File: src/hdl/ect_top_dummy_none.sv
`timescale 1ns/1ps
`default_nettype none
`default_nettype wire

File: src/hdl/ect_pkg.sv
`default_nettype none

package ect_pkg;

    // ------------------------------------------------------------
    // register map and reset values
    // ------------------------------------------------------------
    localparam logic [7:0]  ADDR_COUNTER  = 8'h00;
    localparam logic [7:0]  ADDR_MODE     = 8'h04;
    localparam logic [7:0]  ADDR_RUN      = 8'h08;
    localparam logic [7:0]  ADDR_STATUS   = 8'h0C;
    localparam logic [15:0] COUNT_RESET   = 16'h0000;
    localparam logic [15:0] MODE_RESET    = 16'h0000;
    localparam logic [4:0]  RUN_RESET     = 5'h00;
    localparam logic [15:0] COUNT_MAX     = 16'hFFFF;
    localparam logic [15:0] COUNT_MIN     = 16'h0000;
    localparam logic [15:0] MODE_WR_MASK  = 16'h1FFF;
    localparam int          RUN_WIDTH     = 5;

    // ------------------------------------------------------------
    // count source select and status bit positions
    // ------------------------------------------------------------
    localparam logic [1:0]  SRC_PIN       = 2'h0;
    localparam logic [1:0]  SRC_TIMER_B   = 2'h1;
    localparam logic [1:0]  SRC_PREV      = 2'h2;
    localparam logic [1:0]  SRC_NEXT      = 2'h3;
    localparam int          STAT_AUX_IN   = 0;
    localparam int          STAT_PULSE    = 1;
    localparam int          STAT_COUNTING = 2;
    localparam int          STAT_INDEX    = 3;

    // layout of channel_mode_reg, msb first
    typedef struct packed {
        logic [2:0] rsvd;
        logic       gpio_data;
        logic       gpio_out;
        logic       idx_rise;
        logic       index_reset_enable;
        logic       quad;
        logic       two_phase_enable;
        logic       pulse_en;
        logic       free_run;
        logic       sw_up;
        logic       dir_ext;
        logic       edge_rise;
        logic [1:0] src;
    } ect_mode_t;

    // gray along stop -> armed -> counting
    typedef enum logic [1:0] {
        ST_STOP  = 2'b00,
        ST_ARMED = 2'b01,
        ST_COUNT = 2'b11
    } ect_state_t;

endpackage : ect_pkg

`default_nettype wire

File: src/hdl/ect_top.sv
`timescale 1ns/1ps
`default_nettype none
module ect_top #(
    parameter int CHANNEL = 3
) (
    input  wire logic        clock_i,
    input  wire logic        rstn_i,
    input  wire logic [7:0]  addr_i,
    input  wire logic [15:0] wdata_i,
    input  wire logic        wr_i,
    input  wire logic        rd_i,
    output logic      [15:0] rdata_o,
    input  wire logic        count_input_pin_i,
    input  wire logic        aux_io_pin_i,
    output logic             aux_io_pin_o,
    output logic             aux_io_pin_oe_n_o,
    input  wire logic        index_input_pin_i,
    input  wire logic        timer_b_ovf_i,
    input  wire logic        prev_ovf_i,
    input  wire logic        next_ovf_i,
    output logic             ovf_o,
    output logic             irq_o
);

    // ------------------------------------------------------------
    // registers and edge detection
    // ------------------------------------------------------------
    logic [15:0]         counter_reload_reg, reload_reg, counter_next;
    ect_pkg::ect_mode_t  channel_mode_reg;
    logic [4:0]          run_control_reg;
    ect_pkg::ect_state_t state_reg, state_next;
    logic                pulse_reg, pulse_next;
    logic                quad_up_reg, quad_up_next;
    logic                index_pend_reg, index_hit;
    logic                cin_reg, aux_reg, idx_reg;
    logic                run, cin_rise, cin_fall, aux_edge, idx_edge;
    logic                tp_ok, tp_quad, ev_raw, ev, up, wrap;
    logic                wr_cnt, load_both;

    assign run      = run_control_reg[CHANNEL];
    assign cin_rise = count_input_pin_i & ~cin_reg;
    assign cin_fall = ~count_input_pin_i & cin_reg;
    assign aux_edge = aux_io_pin_i ^ aux_reg;
    assign idx_edge = channel_mode_reg.idx_rise ?
                      (index_input_pin_i & ~idx_reg) :
                      (~index_input_pin_i & idx_reg);
    assign wr_cnt   = wr_i & (addr_i == ect_pkg::ADDR_COUNTER);

    // two-phase only exists on channels two to four
    assign tp_ok   = channel_mode_reg.two_phase_enable &
                     (CHANNEL >= 2) & (CHANNEL <= 4);
    assign tp_quad = (CHANNEL == 4) |
                     ((CHANNEL == 3) & channel_mode_reg.quad);
    always_ff @(posedge clock_i or negedge rstn_i)
    begin
        if (!rstn_i)
        begin
            cin_reg <= 1'b0;
            aux_reg <= 1'b0;
            idx_reg <= 1'b0;
        end
        else
        begin
            cin_reg <= count_input_pin_i;
            aux_reg <= aux_io_pin_i;
            idx_reg <= index_input_pin_i;
        end
    end

    // ------------------------------------------------------------
    // count event and direction
    // ------------------------------------------------------------
    always_comb
    begin
        quad_up_next = quad_up_reg;
        ev_raw       = 1'b0;
        up           = 1'b0;
        if (tp_ok && tp_quad)
        begin
            // direction latched at count edges seen with aux high
            if (aux_io_pin_i && cin_rise)
                quad_up_next = 1'b1;
            else if (aux_io_pin_i && cin_fall)
                quad_up_next = 1'b0;
            ev_raw = cin_rise | cin_fall | aux_edge;
            up     = quad_up_next;
        end
        else if (tp_ok)
        begin
            ev_raw = aux_io_pin_i & (cin_rise | cin_fall);
            up     = cin_rise;
        end
        else
        begin
            case (channel_mode_reg.src)
                ect_pkg::SRC_PIN:
                    ev_raw = channel_mode_reg.edge_rise ?
                             cin_rise : cin_fall;
                ect_pkg::SRC_TIMER_B: ev_raw = timer_b_ovf_i;
                ect_pkg::SRC_PREV:    ev_raw = prev_ovf_i;
                ect_pkg::SRC_NEXT:    ev_raw = next_ovf_i;
                default:              ev_raw = 1'b0;
            endcase
            up = channel_mode_reg.dir_ext ?
                 aux_io_pin_i : channel_mode_reg.sw_up;
        end
    end

    // write with loading wins over a same-cycle event
    assign load_both = wr_cnt & (state_reg != ect_pkg::ST_COUNT);
    assign ev        = ev_raw & run & ~load_both;
    assign index_hit = ev & index_pend_reg;
    assign wrap      = ev & ~index_hit &
                       (up ? (counter_reload_reg == ect_pkg::COUNT_MAX)
                           : (counter_reload_reg == ect_pkg::COUNT_MIN));

    // ------------------------------------------------------------
    // counter, reload and start state
    // ------------------------------------------------------------
    always_comb
    begin
        counter_next = counter_reload_reg;
        if (load_both)
            counter_next = wdata_i;
        else if (index_hit)
            counter_next = ect_pkg::COUNT_MIN;
        else if (wrap && !channel_mode_reg.free_run)
            counter_next = reload_reg;
        else if (ev && up)
            counter_next = counter_reload_reg + 16'h0001;
        else if (ev)
            counter_next = counter_reload_reg - 16'h0001;
    end

    always_comb
    begin
        case (state_reg)
            ect_pkg::ST_STOP:
                state_next = run ? ect_pkg::ST_ARMED : ect_pkg::ST_STOP;
            ect_pkg::ST_ARMED:
                state_next = !run ? ect_pkg::ST_STOP :
                             ev ? ect_pkg::ST_COUNT : ect_pkg::ST_ARMED;
            ect_pkg::ST_COUNT:
                state_next = run ? ect_pkg::ST_COUNT : ect_pkg::ST_STOP;
            default:
                state_next = ect_pkg::ST_STOP;
        endcase
    end

    always_ff @(posedge clock_i or negedge rstn_i)
    begin
        if (!rstn_i)
        begin
            counter_reload_reg <= ect_pkg::COUNT_RESET;
            state_reg          <= ect_pkg::ST_STOP;
            quad_up_reg        <= 1'b0;
        end
        else
        begin
            counter_reload_reg <= counter_next;
            state_reg          <= state_next;
            quad_up_reg        <= quad_up_next;
        end
    end

    always_ff @(posedge clock_i or negedge rstn_i)
    begin
        if (!rstn_i)
            reload_reg <= ect_pkg::COUNT_RESET;
        else if (wr_cnt)
            reload_reg <= wdata_i;
    end
    // a new index edge beats the consuming event
    always_ff @(posedge clock_i or negedge rstn_i)
    begin
        if (!rstn_i)
            index_pend_reg <= 1'b0;
        else if ((CHANNEL == 3) && tp_ok &&
                 channel_mode_reg.index_reset_enable && idx_edge)
            index_pend_reg <= 1'b1;
        else if (ev || !channel_mode_reg.index_reset_enable)
            index_pend_reg <= 1'b0;
    end

    // ------------------------------------------------------------
    // configuration registers and read port
    // ------------------------------------------------------------
    always_ff @(posedge clock_i or negedge rstn_i)
    begin
        if (!rstn_i)
        begin
            channel_mode_reg <= ect_pkg::MODE_RESET;
            run_control_reg  <= ect_pkg::RUN_RESET;
        end
        else
        begin
            if (wr_i && addr_i == ect_pkg::ADDR_MODE)
                channel_mode_reg <= wdata_i & ect_pkg::MODE_WR_MASK;
            if (wr_i && addr_i == ect_pkg::ADDR_RUN)
                run_control_reg <= wdata_i[ect_pkg::RUN_WIDTH-1:0];
        end
    end

    always_ff @(posedge clock_i or negedge rstn_i)
    begin
        if (!rstn_i)
            rdata_o <= 16'h0000;
        else if (rd_i)
        begin
            case (addr_i)
                ect_pkg::ADDR_COUNTER: rdata_o <= counter_reload_reg;
                ect_pkg::ADDR_MODE:    rdata_o <= channel_mode_reg;
                ect_pkg::ADDR_RUN:     rdata_o <= {11'h000, run_control_reg};
                ect_pkg::ADDR_STATUS:
                    rdata_o <= {12'h000, index_pend_reg,
                                state_reg == ect_pkg::ST_COUNT,
                                pulse_reg, aux_io_pin_i};
                default:               rdata_o <= 16'h0000;
            endcase
        end
        else
            rdata_o <= 16'h0000;
    end

    // ------------------------------------------------------------
    // aux pin, overflow and interrupt request
    // ------------------------------------------------------------
    always_comb
    begin
        if (!run)
            pulse_next = 1'b0;
        else if (wrap)
            pulse_next = ~pulse_reg;
        else
            pulse_next = pulse_reg;
    end

    always_ff @(posedge clock_i or negedge rstn_i)
    begin
        if (!rstn_i)
        begin
            pulse_reg         <= 1'b0;
            aux_io_pin_o      <= 1'b0;
            aux_io_pin_oe_n_o <= 1'b1;
            ovf_o             <= 1'b0;
            irq_o             <= 1'b0;
        end
        else
        begin
            pulse_reg    <= pulse_next;
            aux_io_pin_o <= channel_mode_reg.pulse_en ?
                            pulse_next : channel_mode_reg.gpio_data;
            // direction input and two-phase use the pin as input
            aux_io_pin_oe_n_o <= ~(!tp_ok && !channel_mode_reg.dir_ext &&
                                   (channel_mode_reg.pulse_en ||
                                    channel_mode_reg.gpio_out));
            ovf_o        <= wrap;
            irq_o        <= wrap;
        end
    end
endmodule : ect_top
`default_nettype wire

File: config.mk
export PLATFORM = sky130hd
export DESIGN_NAME = ect_top
export DESIGN_NICKNAME = d
export VERILOG_FILES = /design/src/hdl/ect_top_dummy_none.sv /design/src/hdl/ect_pkg.sv /design/src/hdl/ect_top.sv
export SDC_FILE = /design/constraint.sdc
export NUM_CORES = 1
export LEC_CHECK = 0
export ABC_CLOCK_PERIOD_IN_PS = 7400
export BUFFER_PORTS_ARGS = -buffer_cell sky130_fd_sc_hd__buf_2
export CAP_MARGIN = 0
export CORE_AREA = 2 2 96 108
export CTS_CLUSTER_DIAMETER = 30
export DETAILED_ROUTE_END_ITERATION = 6
export DIE_AREA = 0 0 98 110
export HOLD_SLACK_MARGIN = 0.12
export SYNTH_ARGS = -nofsm -noshare
export SYNTH_HDL_FRONTEND = slang
export SYNTH_SLANG_ARGS = --single-unit
File: constraint.sdc
create_clock -name clock_i -period 7.4 [get_ports clock_i]
set_input_delay 0.74 -clock clock_i [delete_from_list [all_inputs] [get_ports clock_i]]
set_output_delay 0.74 -clock clock_i [all_outputs]
set_load 0.01 [all_outputs]
Word-level counts from Yosys, hierarchy flattened
Index checks and enable logic that the tools add are counted.
Widths: inputs -> output; s select.
{"block": "totals", "reg_bits": 77, "inputBits": 34, "out_inout_bits": 20}
{"block": "op_classes", "n_addsub": 2, "eq_ne": 10, "mux": 28, "n_bitwise": 23, "reduce_logical": 23}
{"op": "$mux 16", "count": 6}
{"op": "$pmux 16 s4", "count": 1}
{"op": "$add 16x1->16 const B", "count": 1}
{"op": "$eq 16x16->1 const B", "count": 1}
{"op": "$eq 8x4->1 const B", "count": 2}
{"op": "$logic_not 16->1", "count": 1}
{"op": "$mux 1", "count": 16}
{"op": "$sub 16x1->16 const B", "count": 1}
{"op": "$and 1x1->1", "count": 12}
{"op": "$logic_and 1x1->1", "count": 11}
{"op": "$eq 8x3->1 const B", "count": 1}
{"op": "$logic_not 8->1", "count": 1}
{"op": "$not 1->1", "count": 8}
{"op": "$eq 2x2->1 const B", "count": 3}
{"op": "$mux 2", "count": 3}
{"op": "$pmux 2 s3", "count": 1}
{"op": "$reduce_bool 5->1", "count": 1}
{"op": "$eq 2x1->1 const B", "count": 2}
{"op": "$logic_not 1->1", "count": 4}
{"op": "$logic_not 2->1", "count": 2}
{"op": "$pmux 1 s4", "count": 1}
{"op": "$logic_or 1x1->1", "count": 2}
{"op": "$ne 2x2->1 const B", "count": 1}
{"op": "$or 1x1->1", "count": 2}
{"op": "2 further kinds", "count": 2}

Longest topological paths before layout
Gate-level depths: netlist of run 1.
{"block": "depth", "depth_word": 16, "mapped_depth": 19, "depth_no_buf": 17}

Least setup slack after synthesis of run 1
Ideal clock, no wire load.
{"block": "synth_path", "kind": "input to register", "start": "input port count_input_pin_i", "end": "register counter_reload_reg[14]", "setup_time_ns": 0.077, "arrival_ns": 4.968, "t_required_ns": 7.323, "path_slack_ns": 2.354, "stages": 19, "cell_sequence": "inv_1 > ha_1 > mux2_2 > mux4_2 > o211ai_2 > buf_2 > buf_1 > a21oi_1 > nand2_1 > inv_1 > fa_1 > nor2b_1 > o2111ai_1 > a21boi_0 > o21ai_0 > a31oi_1 > nor3_1 > or4b_2 > a21oi_1"}
{"block": "synth_between", "elab_chain_cells": 16, "elab_cells_between_ends": 30, "cone_classes": "13 x mux; 12 x bitwise; 5 x reduce/logical"}
{"item": "from (decl)", "line": "ect_top.sv:13", "source": "input wire logic count_input_pin_i,"}
{"item": "$not 1->1", "line": "ect_top.sv:42", "source": "assign cin_fall = ~count_input_pin_i & cin_reg;"}
{"item": "$and 1x1->1", "line": "ect_top.sv:42"}
{"item": "$mux 1 / $or 1x1->1 (equally long branches)", "line": "ect_top.sv:97, ect_top.sv:85, ect_top.sv:90"}
{"item": "$pmux 1 s4 / $and 1x1->1 (equally long branches)", "line": "ect_top.sv:95, ect_top.sv:90"}
{"item": "$mux 1", "line": "ect_top.sv:88", "source": "else if (tp_ok)"}
{"item": "$mux 1", "line": "ect_top.sv:78", "source": "if (tp_ok && tp_quad)"}
{"item": "$and 1x1->1 (2 in a row)", "line": "ect_top.sv:111", "source": "assign ev = ev_raw & run & ~load_both;"}
{"item": "$and 1x1->1", "line": "ect_top.sv:112", "source": "assign index_hit = ev & index_pend_reg;"}
{"item": "$not 1->1", "line": "ect_top.sv:113", "source": "assign wrap = ev & ~index_hit &"}
{"item": "$and 1x1->1 (2 in a row)", "line": "ect_top.sv:113"}
{"item": "$logic_and 1x1->1", "line": "ect_top.sv:127", "source": "else if (wrap && !channel_mode_reg.free_run)"}
{"item": "$mux 16", "line": "ect_top.sv:127"}
{"item": "$mux 16", "line": "ect_top.sv:125", "source": "else if (index_hit)"}
{"item": "$mux 16", "line": "ect_top.sv:123", "source": "if (load_both)"}
{"item": "to (signal assigned)", "line": "ect_top.sv:154", "source": "counter_reload_reg <= ect_pkg::COUNT_RESET;"}
{"item": "to (signal assigned)", "line": "ect_top.sv:160", "source": "counter_reload_reg <= counter_next;"}
{"item": "to (decl)", "line": "ect_top.sv:28", "source": "logic [15:0] counter_reload_reg, reload_reg, counter_next;"}
Several ways; a longest one is shown, not always the timed one.
A chain may end at the register's enable or synchronous reset.

Final worst setup path of run 1
Same ends and word-level chain as after synthesis.

==> impl_metrics.ini, run 1 <==
[global_routing]
grt_first_pass_wirelength_mm = 17.4
grt-ovfl-total = 0
grt_pass1_vias = 3289
pin_count_of_the_biggest_net_entering_global_routing = 78
antenna_violations_before_repair = 0
gr-usage-all-layers_pct = 20.9

[outcome]
run_status = finished, final reports clean

[timing]
finalCriticalPeriod_ns = 5.05
slew-limit-headroom_pct = 28.6
layout_setup_ws_ns = 2.35
timing_worst_slew_pin_value_ns = 1.07
drv_slew = 0
setup_violations = 0
final.setup.tns_ns = 0
grt_setup_unrepaired = false
timing.clock.skew_ns = 0.00657
max_freq_mhz = 198
final_hold_viol_count = 0
finalCritPeriodShare_pct = 68.3

[floorplan]
fp_rows = 38
design.die.area_sq_um = 10800
die_x_um = 98
dieHeight_um = 110
initial_core_util_pct = 44.2
core_sq_um = 9650
io_pins = 54

[placement]
placement.setup.worst_slack_ns = 2.02
gp_congestion = 0.828
hpwlAfterDp_mm = 7.45
io_buffer_count = 53

[finish]
number_of_fill_cells_in_the_layout = 929
drive_gt1_share_pct = 28.0
num_antenna_cells = 0
synthToLayoutAreaGrowth_pct = 13.1
net_count_final = 504

[setup_path]
cp-end-kind = register
worstPathRequired_ns = 7.69
worstPathCellList = buf_2 > inv_1 > ha_1 > mux2_2 > mux4_2 > o211ai_2 > buf_4 > a21oi_1 > nand2_1 > inv_1 > fa_1 > nor2b_1 > o2111ai_1 > a21boi_0 > o21ai_0 > a31oi_1 > nor3_1 > or4b_2 > a21oi_1
worst_path_dominant_cell_family = compound AO/OA/AOI/OAI gates
bufs_and_invs_on_worst_path = 4
critical-path-slowest-cell = sky130_fd_sc_hd__or4b_2
timing.critical_path.slowest_cell_delay_ns = 0.60
critical_path.startpoint_type = primary input
timing.reg2reg.worst_path_depth = 18
critical_path_class = in2reg
worst-path-stages = 19
data_arrival_time_of_the_critical_path_ns = 5.34
crit_fanout = 24

[logic_synthesis]
syn-cell-area_sq_um = 4270
syn_area_per_cell_sq_um = 10.6
post_synth_inst_count = 404
synth-edff-count = 0
ys_seq_area_share_pct = 45.2
synth.lib_cells_used.distinct = 57
synth.cells.most_frequent = 76 x sky130_fd_sc_hd__dfrtp_1, 40 x sky130_fd_sc_hd__mux2_2, 36 x sky130_fd_sc_hd__nor2_1
synth_nets = 456
post-synth-top-count-cell = sky130_fd_sc_hd__dfrtp_1
async_reset_ff_share_pct = 100
synth.largest_area_cell = sky130_fd_sc_hd__dfrtp_1
postSynthRegisterBits = 77
synth_top_area_share_pct = 44.6
synth_flop_cell = sky130_fd_sc_hd__dfrtp_1
synth.top_cells.by_area = sky130_fd_sc_hd__dfrtp_1 45%, sky130_fd_sc_hd__mux2_2 11%, sky130_fd_sc_hd__ha_1 5.0%, sky130_fd_sc_hd__nor2_1 3.2%, sky130_fd_sc_hd__a21oi_1 2.7%
total_of_warnings_raised_by_yosys = 0

[pwr]
cellInternalPower_mw = 0.956
fraction_of_power_spent_switching_nets_pct = 36.6
combPwrFrac_pct = 41.1
power.leakage_nw = 2.32
p_per_area_nw_per_um2 = 312
seqPwrFrac_pct = 36.2
vdd_drop_max_mv = 0.177
clockPowerShare_pct = 22.7
power_switching_mw = 0.551

[cts]
resize_count_post_cts = 0
cts.path.max_buffers = 2
clk_pin_slew_worst_paths_ns = 0.09
numCtsBuffers = 9
cts_tree = yes
insertion_delay_ns = 0.36
cts_hold_repair.buffers = 0
htreeDepth = 3
clkSinkCount = 77
postCtsSetupBuffers = 0
cts_root_buffer = sky130_fd_sc_hd__clkbuf_8

[drt]
drt-total-wl_mm = 10.5
route.vias.total = 3232
drt_pass1_iterations = 5
drt.antenna.violating_nets = 0
detailedRoute.firstIterationViolations = 156
vias_per_cell = 5.60
per_cell_routed_wire_length_um = 18.1
remaining_drc_errors = 0

[flow_run]
number_of_max_cap_violations = 0

[worst_hold_path]
hold_path.class = reg2reg
min_delay_path_depth = 2
## layer usage
metal | wire length [um] | global-route usage (%)
met5 | 0 | 0
met4 | 264 | 9.52
met3 | 467 | 2.71
met1 | 4960 | 29.0
met2 | 4780 | 33.1
## stage by stage
stage	area, sq um	power (mW)	utilization, %	hold WS (ns)	std cells
after global routing	4830	1.62	50.0	0.511	577
after global placement	4620	1.16	47.8	0.459	561
after floorplan	4270	1.01	-	0.419	404
after CTS	4830	1.51	50.0	0.487	577
final	4830	1.51	50.0	0.490	577
after detailed placement	4620	1.17	47.8	0.469	561
## power by group through the flow
stage	Clock, mW	Sequential (mW)	Combinational, mW
3_5_place_dp	0	0.553	0.614
2_1_floorplan	0	0.518	0.497
5_1_grt	0.362	0.555	0.702
4_1_cts	0.345	0.545	0.617
3_3_place_gp	0	0.553	0.603
6_report	0.342	0.546	0.619
## final cells by class
cell class	instances	area [sq um]	area share, %
Clock inverter	5	58.8	1.22
Clock buffer	11	151	3.14
Multi-Input combinational cell	296	2210	45.7
Timing Repair Buffer	55	283	5.86
Tap cell	120	150	3.11
Sequential cell	77	1930	40.0
Inverter	13	48.8	1.01
## cells by family (layout without fill, tap and decap cells)
group / Yosys count / after routing / share of synthesized area, %
and+or+nand+nor: 128 / 128 / 15.2
AOI/OAI and AO/OA: 80 / 80 / 12.1
DFF: 77 / 77 / 45.2
muxes: 58 / 58 / 16.4
buffers and inverters: 31 / 84 / 3.11
adders and majority gates: 18 / 18 / 5.45
xor gates and xnor gates: 12 / 12 / 2.46
## worst paths after layout
| kind | endpoint | start | slack [ns] |
|---|---|---|---|
| max | counter_reload_reg[14] | count_input_pin_i | 2.35 |
| min | quad_up_reg | quad_up_reg | 0.49 |
| max reg2reg | counter_reload_reg[14] | cin_reg | 2.48 |
| min reg2reg | quad_up_reg | quad_up_reg | 0.49 |
| max in group asynchronous | reload_reg[15] | rstn_i | 6.23 |
| min in group asynchronous | reload_reg[13] | rstn_i | 0.52 |
## placed cells by master (no fill, tap or decap), drive strengths merged, types with 5 or more instances in the layout
master  count
mux2       44
a21oi      23
nand3       7
dfrtp      76
a22oi      13
nor2       36
mux2i      10
nor4        7
xor2        5
clkbuf     11
nand2b      5
o21ai      14
xnor2       7
nand4       9
ha         17
inv        13
nand2      29
a31oi       8
nor2b      11
nor3        6
buf        55
## worst register-to-register path: cells and delay by family (launching register included)
family	cells	cell delay, ns
muxes	2	0.74
and+or+nand+nor	4	1.29
buffers and inverters	3	0.48
adders and majority gates	2	0.63
DFF	1	0.36
AOI/OAI and AO/OA	7	1.34
Power figures use the tool's default switching activity.
==> run 2: changes to the inputs <==
--- a/config.mk
+++ b/config.mk
@@ -5,7 +5,7 @@
 export SDC_FILE = /design/constraint.sdc
 export NUM_CORES = 1
 export LEC_CHECK = 0
-export ABC_CLOCK_PERIOD_IN_PS = 7400
+export ABC_CLOCK_PERIOD_IN_PS = 4600
 export BUFFER_PORTS_ARGS = -buffer_cell sky130_fd_sc_hd__buf_2
 export CAP_MARGIN = 0
 export CORE_AREA = 2 2 96 108
@@ -13,6 +13,7 @@
 export DETAILED_ROUTE_END_ITERATION = 6
 export DIE_AREA = 0 0 98 110
 export HOLD_SLACK_MARGIN = 0.12
+export PLACE_DENSITY = 0.66
 export SYNTH_ARGS = -nofsm -noshare
 export SYNTH_HDL_FRONTEND = slang
 export SYNTH_SLANG_ARGS = --single-unit
==> constraint.sdc (replaced) <==
create_clock -name clock_i -period 4.6 [get_ports clock_i]
set_input_delay 0.46 -clock clock_i [delete_from_list [all_inputs] [get_ports clock_i]]
set_output_delay 0.46 -clock clock_i [all_outputs]
set_load 0.01 [all_outputs]
==> run 2 against run 1 <==
Worst setup slack lost 1.9 ns. Final area grew 0.78%. Via count grew 1.4%. Sequential power grew 60%. First-iteration DRC count shrank 13%. Clock skew is essentially flat. Utilization grew 0.39 points. Register-to-register slack lost 2.1 ns. Critical path type is now reg2reg. Global-route usage shrank 1.1 points. Sequential cell count is the same.
==> impl_metrics.ini, run 2 (synthesized netlist as in run 1, its figures left out) <==
[outcome]
run_status = finished, final reports clean

[worst_hold_path]
hold_end = idx_reg
hold_path_startpoint = index_input_pin_i
min_delay_path_depth = 1
hold_path.class = in2reg

[drt]
drt.antenna.violating_nets = 0
drt-total-wl_mm = 10.1
remaining_drc_errors = 0
route.vias.total = 3278
vias_per_cell = 5.65
per_cell_routed_wire_length_um = 17.4
detailedRoute.firstIterationViolations = 136
drt_pass1_iterations = 4

[finish]
post_layout_instance_count_excluding_filler_cells = 580
num_antenna_cells = 0
post-route-util_pct = 50.4
net_count_final = 507
final_cell_area_sq_um = 4860
commonest_non_fill_non_tap_cell_in_the_layout = sky130_fd_sc_hd__dfrtp_1
synthToLayoutAreaGrowth_pct = 14.0
most_frequent_cells_in_the_layout = 76 x sky130_fd_sc_hd__dfrtp_1, 52 x sky130_fd_sc_hd__buf_2, 40 x sky130_fd_sc_hd__mux2_2
drive_gt1_share_pct = 28.7

[pwr]
vdd_drop_max_mv = 0.218
total_power_mw = 2.44
power.leakage_nw = 2.34
p_per_area_nw_per_um2 = 501

[placement]
placement.cell_area_sq_um = 4640
hpwlAfterDp_mm = 7.23
io_buffer_count = 53
placedCellCount = 564
placement.setup.worst_slack_ns = 0.251
gp_congestion = 0.855

[timing]
final_hold_viol_count = 0
drv_slew = 0
timing_worst_slew_pin_value_ns = 1.02
slew-limit-headroom_pct = 31.6
max_freq_mhz = 240
timing.clock.skew_ns = 0.00642
setup_violations = 0
layout_setup_ws_ns = 0.429
final.setup.tns_ns = 0
hold-worst-slack_ns = 0.211
grt_setup_unrepaired = false
finalCritPeriodShare_pct = 90.7
finalCriticalPeriod_ns = 4.17

[flow_run]
number_of_max_cap_violations = 0

[cts]
numCtsBuffers = 9
cts_root_buffer = sky130_fd_sc_hd__clkbuf_8
cts_hold_repair.buffers = 0
clk_pin_slew_worst_paths_ns = 0.09
cts_tree = yes
insertion_delay_ns = 0.37
resize_count_post_cts = 0
postCtsSetupBuffers = 0
htreeDepth = 3
cts.path.max_buffers = 2
clkSinkCount = 77

[floorplan]
io_pins = 54
core_sq_um = 9650
fp_rows = 38
dieHeight_um = 110
die_x_um = 98
initial_core_util_pct = 44.2
design.die.area_sq_um = 10800

[setup_path]
critical_path_class = reg2reg
setup.reg_to_reg.worst_slack_ns = 0.43
data_arrival_time_of_the_critical_path_ns = 4.47
worstPathRequired_ns = 4.90
crit_fanout = 4
timing.rr.end = counter_reload_reg[14]
timing.reg2reg.worst_path_depth = 17
critical_path.startpoint_type = register
cp-end-kind = register
worstReg2RegStart = cin_reg

[global_routing]
gr-usage-all-layers_pct = 19.9
pin_count_of_the_biggest_net_entering_global_routing = 78
grt_pass1_vias = 3242
grt-ovfl-total = 0
grt_first_pass_wirelength_mm = 16.5
antenna_violations_before_repair = 0
[run 2: metal layers]
layer,share of wire (%),vias up,GRT usage (%)
met1,44,1611,25.9
met4,1.8,0,8.53
met2,50,76,32.9
met3,4.7,13,3.47
met5,0,-,0
li1,-,1578,-
[run 2: worst max-delay path by stage]
| stage | start | depth (start not counted) | slack [ns] | end |
|---|---|---|---|---|
| detailed placement | count_input_pin_i | 18 | 0.25 | counter_reload_reg[14] |
| CTS | cin_reg | 17 | 0.46 | counter_reload_reg[14] |
| global placement | count_input_pin_i | 18 | 0.30 | counter_reload_reg[14] |
| finish | cin_reg | 17 | 0.43 | counter_reload_reg[14] |
| floorplan | count_input_pin_i | 19 | 0.06 | counter_reload_reg[14] |
| global route | cin_reg | 17 | 0.008 | counter_reload_reg[14] |
[run 2: worst max-delay path, stage by stage, from the launching register on]
cell and delay (ns):
sky130_fd_sc_hd__dfrtp_1 0.37, sky130_fd_sc_hd__inv_1 0.05, sky130_fd_sc_hd__ha_1 0.20, sky130_fd_sc_hd__mux2_2 0.27
sky130_fd_sc_hd__mux4_2 0.46, sky130_fd_sc_hd__o211ai_2 0.17, sky130_fd_sc_hd__a21oi_1 0.07, sky130_fd_sc_hd__nand2_2 0.13
sky130_fd_sc_hd__inv_1 0.07, sky130_fd_sc_hd__fa_1 0.39, sky130_fd_sc_hd__nor2b_1 0.17, sky130_fd_sc_hd__o2111ai_1 0.17
sky130_fd_sc_hd__a21boi_0 0.35, sky130_fd_sc_hd__o21ai_0 0.19, sky130_fd_sc_hd__a31oi_1 0.24, sky130_fd_sc_hd__nor3_1 0.06
sky130_fd_sc_hd__or4b_2 0.60, sky130_fd_sc_hd__a21oi_1 0.13
[run 2: cell type report]
cell class	count	area (sq um)
multi-input cells	296	2210
inverters	13	48.8
clock inverters	7	98.8
clock buffers	9	124
repair buffers	58	305
well taps	120	150
flip-flops and latches	77	1930
fillers	894	4790
[run 2: report_power, final]
group          switching, mW  internal (mW)  leakage [nW]
clock                  0.279          0.308         0.110
sequential             0.122          0.751          1.04
combinational          0.473          0.505          1.19
total                  0.874           1.56          2.34
